===== config.mk =====
export PLATFORM = sky130hd
export DESIGN_NAME = wdr_watchdog
export DESIGN_NICKNAME = d
export VERILOG_FILES = /design/src/rtl/wdr_pkg.sv /design/src/rtl/wdr_sync.sv /design/src/rtl/wdr_timeout_counter.sv /design/src/rtl/wdr_watchdog.sv
export SDC_FILE = /design/constraint.sdc
export NUM_CORES = 1
export LEC_CHECK = 0
export BUFFER_PORTS_ARGS = -buffer_cell sky130_fd_sc_hd__buf_4
export CELL_PAD_IN_SITES_DETAIL_PLACEMENT = 0
export CELL_PAD_IN_SITES_GLOBAL_PLACEMENT = 1
export CORE_ASPECT_RATIO = 0.7
export CORE_MARGIN = 2
export CORE_UTILIZATION = 43
export CTS_CLUSTER_SIZE = 30
export DETAILED_ROUTE_END_ITERATION = 6
export GPL_ROUTABILITY_DRIVEN = 0
export PLACE_DENSITY_LB_ADDON = 0.2
export SLEW_MARGIN = 30
export SYNTH_ARGS = -nofsm -noshare
export SYNTH_HDL_FRONTEND = slang
export SYNTH_SLANG_ARGS = --single-unit

===== constraint.sdc =====
create_clock -name clk_sys -period 3 [get_ports clk_sys]
set_clock_uncertainty 0.1 [all_clocks]
set_input_delay 0 -clock clk_sys [delete_from_list [all_inputs] [get_ports clk_sys]]
set_output_delay 0 -clock clk_sys [all_outputs]
set_load 0.005 [all_outputs]

===== src/rtl/wdr_pkg.sv =====
package wdr_pkg;

    ////////////////////////////////////////////////////////////////////////////
    // register addresses
    localparam logic [7:0] ADDR_CONTROL = 8'h60;
    localparam logic [7:0] ADDR_RESET_CAUSE = 8'h61;

    ////////////////////////////////////////////////////////////////////////////
    // watchdog_control bit positions
    localparam int CTL_IRQ_FLAG = 7;
    localparam int CTL_IRQ_ENABLE = 6;
    localparam int CTL_SEL_HI = 5;
    localparam int CTL_UNLOCK = 4;
    localparam int CTL_RESET_ENABLE = 3;
    localparam int CTL_SEL_LO_MSB = 2;
    localparam int CTL_SEL_LO_LSB = 0;

    ////////////////////////////////////////////////////////////////////////////
    // reset_cause_status bit positions
    localparam int STS_TEST_PORT = 4;
    localparam int STS_TIMEOUT = 3;
    localparam int STS_BROWNOUT = 2;
    localparam int STS_PIN = 1;
    localparam int STS_POWERON = 0;
    localparam int STS_WIDTH = 5;
    localparam logic [2:0] STS_RESERVED = 3'h0;

    ////////////////////////////////////////////////////////////////////////////
    // reset values
    localparam logic [7:0] RD_DATA_RESET = 8'h00;
    localparam logic [4:0] CAUSE_RESET = 5'h00;
    localparam logic [3:0] SELECT_RESET = 4'h0;

    ////////////////////////////////////////////////////////////////////////////
    // timing
    localparam logic [2:0] UNLOCK_CYCLES = 3'h4;
    localparam logic [2:0] UNLOCK_NONE = 3'h0;
    localparam logic [2:0] UNLOCK_STEP = 3'h1;
    localparam int CNT_W = 21;
    localparam logic [20:0] BASE_CYCLES = 21'h000800;
    localparam logic [20:0] CNT_ONE = 21'h000001;
    localparam logic [20:0] CNT_ZERO = 21'h000000;
    localparam logic [3:0] SEL_MAX = 4'h9;
    localparam int SYNC_W = 2;
    localparam int SYNC_OSC = 0;
    localparam int SYNC_FUSE = 1;

    ////////////////////////////////////////////////////////////////////////////
    // operating modes
    typedef enum logic [3:0] {
        MODE_STOPPED = 4'b0001,
        MODE_IRQ = 4'b0010,
        MODE_RESET = 4'b0100,
        MODE_IRQ_RESET = 4'b1000
    } wdr_mode_t;

endpackage : wdr_pkg


===== src/rtl/wdr_sync.sv =====
`timescale 1ns/1ps
module wdr_sync
(
    // clock and reset
    input wire logic clk_sys,
    input wire logic reset_n,
    // asynchronous levels
    input wire logic [wdr_pkg::SYNC_W-1:0] asyncIn,
    // synchronised levels
    output logic [wdr_pkg::SYNC_W-1:0] syncOut
);

    typedef struct packed {
        logic [wdr_pkg::SYNC_W-1:0] stage1;
        logic [wdr_pkg::SYNC_W-1:0] stage2;
    } wdr_sync_state_t;

    wdr_sync_state_t q;
    wdr_sync_state_t d;

    always_comb
    begin
        d = q;
        d.stage1 = asyncIn;
        d.stage2 = q.stage1;
    end

    always_ff @(posedge clk_sys)
    begin
        if (!reset_n)
        begin
            q <= '0;
        end
        else
        begin
            q <= d;
        end
    end

    assign syncOut = q.stage2;

endmodule : wdr_sync


===== src/rtl/wdr_timeout_counter.sv =====
`timescale 1ns/1ps
module wdr_timeout_counter
(
    // clock and reset
    input wire logic clk_sys,
    input wire logic reset_n,
    // control
    input wire logic tickPulse,
    input wire logic restart,
    input wire logic run,
    input wire logic [3:0] timeoutSelect,
    // result
    output logic timeoutPulse
);

    typedef struct packed {
        logic [wdr_pkg::CNT_W-1:0] count;
        logic timeout;
    } wdr_cnt_state_t;

    wdr_cnt_state_t q;
    wdr_cnt_state_t d;

    // reserved codes fall back to the longest period rather than never firing
    function automatic logic [wdr_pkg::CNT_W-1:0] limitFor(input logic [3:0] sel);
        logic [3:0] s;
        s = (sel > wdr_pkg::SEL_MAX) ? wdr_pkg::SEL_MAX : sel;
        return wdr_pkg::BASE_CYCLES << s;
    endfunction : limitFor

    always_comb
    begin
        d = q;
        d.timeout = 1'b0;
        if (restart || !run)
        begin
            d.count = wdr_pkg::CNT_ZERO;
        end
        else if (tickPulse)
        begin
            if (q.count == limitFor(timeoutSelect) - wdr_pkg::CNT_ONE)
            begin
                d.count = wdr_pkg::CNT_ZERO;
                d.timeout = 1'b1;
            end
            else
            begin
                d.count = q.count + wdr_pkg::CNT_ONE;
            end
        end
    end

    always_ff @(posedge clk_sys)
    begin
        if (!reset_n)
        begin
            q <= '0;
        end
        else
        begin
            q <= d;
        end
    end

    assign timeoutPulse = q.timeout;

endmodule : wdr_timeout_counter


===== src/rtl/wdr_watchdog.sv =====
`timescale 1ns/1ps
module wdr_watchdog
(
    // clock and reset
    input wire logic clk_sys,
    input wire logic reset_n,
    // register access
    input wire logic [7:0] regAddr,
    input wire logic regWrEn,
    input wire logic [7:0] regWrData,
    input wire logic regRdEn,
    output logic [7:0] regRdData,
    // processor side
    input wire logic globalIrqEnable,
    input wire logic irqAck,
    input wire logic restartStrobe,
    output logic irqRequest,
    // reset sources and result
    input wire logic porEvent,
    input wire logic pinResetEvent,
    input wire logic brownoutEvent,
    input wire logic testPortResetEvent,
    output logic sysResetPulse,
    // pins
    input wire logic wdtOscIn,
    input wire logic alwaysOnFuse
);

    typedef struct packed {
        logic irqFlag;
        logic irqEnable;
        logic [3:0] timeoutSelect;
        logic [2:0] unlockCnt;
        logic resetEnable;
        logic [wdr_pkg::STS_WIDTH-1:0] cause;
        logic sysReset;
        logic [7:0] rdData;
        logic oscPrev;
    } wdr_main_state_t;

    wdr_main_state_t q;
    wdr_main_state_t d;

    logic [wdr_pkg::SYNC_W-1:0] syncOut;
    logic fuse;
    logic oscLevel;
    logic tick;
    logic timeout;
    logic run;
    logic restart;
    logic ctrlWr;
    logic causeWr;
    logic unlocked;
    logic toReset;
    logic toIrq;
    logic extReset;
    logic anyReset;
    logic irqClear;
    wdr_pkg::wdr_mode_t mode;

    ////////////////////////////////////////////////////////////////////////////
    // helpers

    function automatic wdr_pkg::wdr_mode_t modeOf(input logic f, input logic rst,
                                                 input logic irq);
        wdr_pkg::wdr_mode_t m;
        m = wdr_pkg::MODE_RESET;
        if (!f)
        begin
            case ({rst, irq})
                2'b00: m = wdr_pkg::MODE_STOPPED;
                2'b01: m = wdr_pkg::MODE_IRQ;
                2'b10: m = wdr_pkg::MODE_RESET;
                2'b11: m = wdr_pkg::MODE_IRQ_RESET;
                default: m = wdr_pkg::MODE_RESET;
            endcase
        end
        return m;
    endfunction : modeOf

    function automatic logic isAddr(input logic [7:0] a, input logic [7:0] target);
        return a == target;
    endfunction : isAddr

    ////////////////////////////////////////////////////////////////////////////
    // pin synchronisers and oscillator counter

    wdr_sync u_sync
    (
        .clk_sys(clk_sys),
        .reset_n(reset_n),
        .asyncIn({alwaysOnFuse, wdtOscIn}),
        .syncOut(syncOut)
    );

    wdr_timeout_counter u_counter
    (
        .clk_sys(clk_sys),
        .reset_n(reset_n),
        .tickPulse(tick),
        .restart(restart),
        .run(run),
        .timeoutSelect(q.timeoutSelect),
        .timeoutPulse(timeout)
    );

    assign fuse = syncOut[wdr_pkg::SYNC_FUSE];
    assign oscLevel = syncOut[wdr_pkg::SYNC_OSC];
    assign tick = oscLevel & ~q.oscPrev;

    ////////////////////////////////////////////////////////////////////////////
    // mode and time-out action

    assign mode = modeOf(fuse, q.resetEnable, q.irqEnable);
    assign run = (mode != wdr_pkg::MODE_STOPPED);
    assign toReset = timeout && ((mode == wdr_pkg::MODE_RESET) ||
                     ((mode == wdr_pkg::MODE_IRQ_RESET) && q.irqFlag));
    assign toIrq = timeout && ((mode == wdr_pkg::MODE_IRQ) ||
                   ((mode == wdr_pkg::MODE_IRQ_RESET) && !q.irqFlag));
    assign extReset = porEvent | pinResetEvent | brownoutEvent | testPortResetEvent;
    assign anyReset = extReset | toReset;
    assign restart = restartStrobe | anyReset;
    assign ctrlWr = regWrEn && isAddr(regAddr, wdr_pkg::ADDR_CONTROL);
    assign causeWr = regWrEn && isAddr(regAddr, wdr_pkg::ADDR_RESET_CAUSE);
    assign unlocked = (q.unlockCnt != wdr_pkg::UNLOCK_NONE);
    assign irqClear = (ctrlWr && regWrData[wdr_pkg::CTL_IRQ_FLAG]) || irqAck;

    ////////////////////////////////////////////////////////////////////////////
    // next state

    always_comb
    begin
        d = q;
        d.sysReset = toReset;
        d.oscPrev = oscLevel;

        // reset causes: clears first, then sets so a coincident event wins
        if (causeWr)
        begin
            d.cause = q.cause & regWrData[wdr_pkg::STS_WIDTH-1:0];
        end
        if (porEvent)
        begin
            d.cause = wdr_pkg::CAUSE_RESET;
        end
        d.cause[wdr_pkg::STS_POWERON] = d.cause[wdr_pkg::STS_POWERON] | porEvent;
        d.cause[wdr_pkg::STS_PIN] = d.cause[wdr_pkg::STS_PIN] | pinResetEvent;
        d.cause[wdr_pkg::STS_BROWNOUT] = d.cause[wdr_pkg::STS_BROWNOUT] | brownoutEvent;
        d.cause[wdr_pkg::STS_TIMEOUT] = d.cause[wdr_pkg::STS_TIMEOUT] | toReset;
        d.cause[wdr_pkg::STS_TEST_PORT] =
            d.cause[wdr_pkg::STS_TEST_PORT] | testPortResetEvent;

        if (anyReset)
        begin
            // any system reset returns control to its initial values, but the time-out flag or fuse keeps reset-enable set
            d.irqFlag = 1'b0;
            d.irqEnable = 1'b0;
            d.timeoutSelect = wdr_pkg::SELECT_RESET;
            d.unlockCnt = wdr_pkg::UNLOCK_NONE;
            d.resetEnable = 1'b0;
        end
        else
        begin
            if (unlocked)
            begin
                d.unlockCnt = q.unlockCnt - wdr_pkg::UNLOCK_STEP;
            end
            if (irqAck && (mode == wdr_pkg::MODE_IRQ_RESET))
            begin
                d.irqEnable = 1'b0;
            end
            if (ctrlWr)
            begin
                d.irqEnable = regWrData[wdr_pkg::CTL_IRQ_ENABLE];
                if (unlocked)
                begin
                    d.resetEnable = regWrData[wdr_pkg::CTL_RESET_ENABLE];
                    d.timeoutSelect = {regWrData[wdr_pkg::CTL_SEL_HI],
                        regWrData[wdr_pkg::CTL_SEL_LO_MSB:wdr_pkg::CTL_SEL_LO_LSB]};
                    d.unlockCnt = wdr_pkg::UNLOCK_NONE;
                end
                else
                begin
                    // locked: reset-enable may only be raised
                    d.resetEnable = q.resetEnable | regWrData[wdr_pkg::CTL_RESET_ENABLE];
                end
                if (regWrData[wdr_pkg::CTL_UNLOCK] && regWrData[wdr_pkg::CTL_RESET_ENABLE])
                begin
                    d.unlockCnt = wdr_pkg::UNLOCK_CYCLES;
                end
            end
            // set wins over clear
            d.irqFlag = (q.irqFlag & ~irqClear) | toIrq;
        end

        d.resetEnable = d.resetEnable | d.cause[wdr_pkg::STS_TIMEOUT] | fuse;
        d.irqEnable = d.irqEnable & ~fuse;

        if (regRdEn)
        begin
            if (isAddr(regAddr, wdr_pkg::ADDR_CONTROL))
            begin
                d.rdData = {q.irqFlag, q.irqEnable, q.timeoutSelect[3], unlocked,
                            q.resetEnable, q.timeoutSelect[2:0]};
            end
            else if (isAddr(regAddr, wdr_pkg::ADDR_RESET_CAUSE))
            begin
                d.rdData = {wdr_pkg::STS_RESERVED, q.cause};
            end
            else
            begin
                d.rdData = wdr_pkg::RD_DATA_RESET;
            end
        end
    end

    always_ff @(posedge clk_sys)
    begin
        if (!reset_n)
        begin
            q <= '0;
        end
        else
        begin
            q <= d;
        end
    end

    ////////////////////////////////////////////////////////////////////////////
    // outputs

    assign regRdData = q.rdData;
    assign sysResetPulse = q.sysReset;
    assign irqRequest = q.irqFlag & q.irqEnable & globalIrqEnable;
endmodule : wdr_watchdog


# After elaboration in Yosys (flattened, before gate mapping)
# Cells that the tools add are included.
# totals
regBits	51
inputBits	29
out_inout_bits	10
elab_cells	90
# classes
addsub	3
n_lt_le_gt_ge	1
n_eq_ne	10
shift	1
muxes	16
bitwise	25
n_reduce_logical	21
# op_table
cell	count
adder 21 x 1 -> 21 bit (second input constant)	1
== test 21 bit	1
two-way mux 21 bit	1
<< shifter 12 x 4 -> 21 bit (first input constant)	1
subtractor 21 x 1 -> 21 bit (second input constant)	1
two-way mux 9 bit	2
== test 8 x 7 -> 1 bit (second input constant)	2
case mux 4 bit (4 select lines)	1
two-way mux 5 bit	3
bitwise OR 1 bit	14
logical AND 1 bit	9
two-way mux 4 bit	2
two-way mux 8 bit	1
two-way mux 7 bit	1
two-way mux 3 bit	2
bitwise AND 1 bit	5
bitwise AND 5 bit	1
NOT 1 bit	5
== test 2 bit (second input constant)	2
== test 4 x 2 -> 1 bit (second input constant)	1
== test 4 x 3 -> 1 bit (second input constant)	1
== test 4 bit (second input constant)	1
> comparator 4 bit (second input constant)	1
logical OR 1 bit	4
10 further kinds	14

# Longest topological paths before layout
# logic_depth
depth_word	11
mapped_depth	12
mapped_depth_nobuf	9

# Cells and area by module
# A second synthesis with hierarchy kept.
# hier_totals
cells_unflattened	331
hier_area_um2	2877.8
# modules_own_cells
module	instances	cells_per_inst	area_per_inst_um2	seq_area_each_um2
wdr_timeout_counter	1	178	1411.4	440.4
wdr_watchdog	1	145	1361.3	500.5
wdr_sync	1	8	105.1	80.1

# Worst setup path after synthesis
# OpenSTA, ideal clock, no wires.
# synth_timing
path_type	register to register
startpoint	reg q[20] in the netlist's numbering
endpoint	reg u_counter.q[20] in the netlist's numbering
setup_time_ps	132
arrival_time_ps	2556
required_ps	2768
path_slack_ps	213
path_stages_with_launch	12
n_path_buf	2
synth_period_minus_slack_ps	2787
cell_sequence	dfxtp_1 buf_6 nor2_1 nand2_1 ha_1 xnor2_1 a2111o_1 a2111o_1 a211o_1 nor4_4 buf_6 nor3_1
# synth_between
elab_chain_cells	6
# synth_rtl
element	line	source
from (decl)	wdr_watchdog.sv:41	wdr_main_state_t q;
from (signal assigned)	wdr_watchdog.sv:221	q <= '0;
from (signal assigned)	wdr_watchdog.sv:225	q <= d;
> comparator 4 bit	wdr_timeout_counter.sv:27	s = (sel > wdr_pkg::SEL_MAX) ? wdr_pkg::SEL_MAX : sel;
two-way mux 4 bit (*)	wdr_timeout_counter.sv:27	
<< shifter 12 x 4 -> 21 bit (*)	wdr_timeout_counter.sv:28	return wdr_pkg::BASE_CYCLES << s;
subtractor 21 x 1 -> 21 bit (*)	wdr_timeout_counter.sv:41	if (q.count == limitFor(timeoutSelect) - wdr_pkg::CNT_ONE)
== test 21 bit (*)	wdr_timeout_counter.sv:41	
two-way mux 21 bit (*)	wdr_timeout_counter.sv:41	
to (signal assigned)	wdr_timeout_counter.sv:57	q <= '0;
to (signal assigned)	wdr_timeout_counter.sv:61	q <= d;
to (decl)	wdr_timeout_counter.sv:21	wdr_cnt_state_t q;
# Every way passes the cells marked *; elsewhere a longest branch is shown, timed or not.
# A chain may end at the register's enable or synchronous reset.

# Final worst setup path
# layout_timing
startpoint	reg q[22] in the netlist's numbering
endpoint	reg u_counter.q[4] in the netlist's numbering
# The elaborated chain is that of the path after synthesis.

==> out/results.ini <==
[outcome]
status=complete, no violations

[placement]
io_buffers=38
hpwl_um=4210
placed_cells_incl_taps=414

[critical_path]
max_stage_delay_ns=0.38
cp_top_family=compound AO/OA/AOI/OAI gates
critical_path_class=flip-flop to flip-flop
worstPathArrival_ns=2.88
crit_buf_inv=0
worst_r2r_path_depth=9
crit_chain=nor2_2 -> nand3b_1 -> ha_1 -> xnor2_1 -> a2111o_1 -> a2111o_1 -> a211o_1 -> o311ai_0 -> a21oi_1
cpMostUsedCell=a2111o_1
start_kind=flip-flop
end_kind=flip-flop
cp_max_fo=6
crit_slowest_cell=a2111o_1
cp.required_ns=3.07
crit_cells=9

[floorplanning]
die_h_um=70.2
fp-row-count=24
initial_utilization_pct=43.9
die_width_um=98.5
die-area_um2=6910
pin_count=39
core_um2=6130

[power]
power_w=0.00124
power.density_nw_per_um2=371
power.leakage_nw=1.25
irDropWorstVdd_v=0.000226

[yosys]
synth-compound-area-share_pct=12.8
syn_area_um2=2690
synthArstFlopShare_pct=0
yosys_warnings=0
synth_edf_count=0
yosys.area_share.simple_pct=28.8
synthXorXnorAreaFrac_pct=6.84
synth_area_leaders=dfxtp_1 38%, nor2_1 4.2%, nor3_1 3.9%
synth_nets=349
synth.top_cell.area_share_pct=38.0
synth_mux_area_share_pct=3.35
synth_ff_type=dfxtp_1
yosysSeqAreaShare_pct=38.0
synth_top_family_by_area=simple AND/OR/NAND/NOR gates
ys_seq_elements=51
syn_inst=315
netlist.top_cell.by_area=dfxtp_1
synth_cell_types=49
synth_fa_ha_area_share_pct=2.33
syn_avg_cell_area_um2=8.54

[routing]
drt_iter0_markers=67
vias=2315
wire_per_inst_um=13.4
drcViolationCount=0
routed_via_density=5.18
postRouteAntennaNets=0
drt-total-wl_um=5990
first_pass_iters=4

[cells_and_area]
antenna_cells=0
fillers=588
areaGrowthSynthToFinish_pct=24.1
layout-drive-gt1-share_pct=17.9
nets=403
final_cells=447
final_core_util_pct=54.5

[grt]
grt_pass1_wl_um=10500
grt_use_total_pct=18.5
overflow=0
grt_max_degree=23
antenna_found_initial=0
grt_pass1_vias=2192

[clock_network]
cts_tree=yes
clock_sinks=51
clock_path_buffers=2
htree_levels=2
post_cts_buffers=0
insertion_delay_ns=0.30
cts_root_buf=clkbuf_8
clkTransAtPathRegs_ns=0.09
cts_buffers=5

[sta]
relSlewSlack_pct=50.4
timing.final.hold_violations=0
rsz0062_at_grt=false
period_minus_slack_ns=2.81
fin_tns_setup_ns=0
finalCritPeriodShare_pct=93.6
setup_viol=0
fmax_ghz=0.356
whs_ns=0.0954
tightest_slew_ns=0.739
drv_slew=0

[job]
cap_violations=0

[min_path]
hold_path_depth=4
hold_class=primary input to flip-flop

report_power, final:
part	leakage (nW)	switching, W	total [W]	internal, W
combinational	0.788	0.0000304	0.0000864	0.0000560
sequential	0.413	0.00000373	0.000687	0.000683
clock	0.0513	0.000221	0.000466	0.000245
total	1.25	0.000255	0.00124	0.000984
cells by family (layout without fill, tap and decap cells):
family,Yosys count,in the layout
simple gates,141,141
compound gates,53,53
flops,51,51
buf+inv,35,89
xor+xnor,21,21
mux,9,9
fa+ha+maj,5,5
through the flow:
stage	area (µm²)	setup slack, ns
after floorplan	2690	0.213
after global placement	2970	0.195
after detailed placement	2970	0.142
after CTS	3330	0.123
after global routing	3340	0.00436
final	3340	0.191
worst paths after layout:
path / start / slack, ns / to
setup / recovery: q[22]$_SDFFE_PP0P_ / 0.19 / u_counter.q[4]$_SDFFE_PP0P_
hold / removal: regAddr[0] / 0.1 / regRdData[0]$_SDFFE_PN0P_
setup reg to reg: q[22]$_SDFFE_PP0P_ / 0.19 / u_counter.q[4]$_SDFFE_PP0P_
hold reg to reg: u_sync.d[1]$_SDFF_PN0_ / 0.33 / u_sync.syncOut[1]$_SDFF_PN0_
flip-flops by register name, summed over array words and instances, names as in the netlist, named ones only:
register / count
q: 14
u_sync.d: 2
u_counter.q: 21
u_sync.syncOut: 2
u_counter.timeoutPulse: 1
regRdData: 8
sysResetPulse: 1
cells in the mapped netlist, types with 3 or more instances:
master / n
dfxtp_1: 51
nor2_1: 30
nor3_1: 21
nand2_1: 19
a21oi_1: 17
and2_1: 12
xor2_1: 12
clkbuf_1: 11
inv_1: 10
nor2b_1: 10
mux2i_1: 9
xnor2_1: 9
buf_4: 8
nand3_1: 7
nand4_1: 6
o21a_1: 6
o21ai_0: 6
ha_1: 5
o22ai_1: 5
and3_1: 4
buf_6: 4
nand2b_1: 4
nor3b_1: 4
or2_2: 4
or3_1: 4
a22oi_1: 3
nor4_1: 3
worst min-delay path, delay by kind of cell:
family | cells | cell delay, ns
buffers and inverters | 1 | 0.17
multiplexers | 1 | 0.09
AND/OR/NAND/NOR | 1 | 0.13
AO/OA/AOI/OAI | 1 | 0.09
layout make-up:
cell class,count,area [µm²],share of cell area [%]
flip-flops and latches,51,1020,30.6
inverters,10,37.5,1.12
clock inverters,1,30.0,0.899
repair buffers,72,618,18.5
multi-input cells,229,1460,43.8
clock buffers,6,72.6,2.17
well taps,78,97.6,2.92
cells in the final DEF (no fill, tap or decap), types with 3 or more instances in the layout:
cell type,count
nand3_1,7
nor4_1,3
nand4_1,6
or3_1,4
ha_1,5
clkbuf_8,5
or2_2,4
nand2b_1,4
xor2_1,12
and3_1,4
nor2_1,28
inv_1,10
buf_4,45
dfxtp_1,51
a21oi_1,17
o22ai_1,5
nor3_1,21
o21ai_0,6
and2_1,12
a22oi_1,3
nor3b_1,4
nor2b_1,10
dlygate4sd3_1,26
mux2i_1,9
nand2_1,19
xnor2_1,9
o21a_1,6
repair_timing:
item,CTS,global route
hold endpoints to repair,28,0
gates resized for setup,0,2
hold buffers,26,0
setup endpoints to repair,0,15
per-layer routing:
| layer | wire length [µm] | vias to the layer above | global-route usage, % |
|---|---|---|---|
| li1 | - | 1199 | - |
| met1 | 3210 | 1079 | 27.5 |
| met2 | 2560 | 32 | 28.3 |
| met3 | 182 | 5 | 3.60 |
| met4 | 32 | 0 | 3.65 |
| met5 | 0 | - | 0 |
No activity file was read; power rests on OpenSTA's default activity.
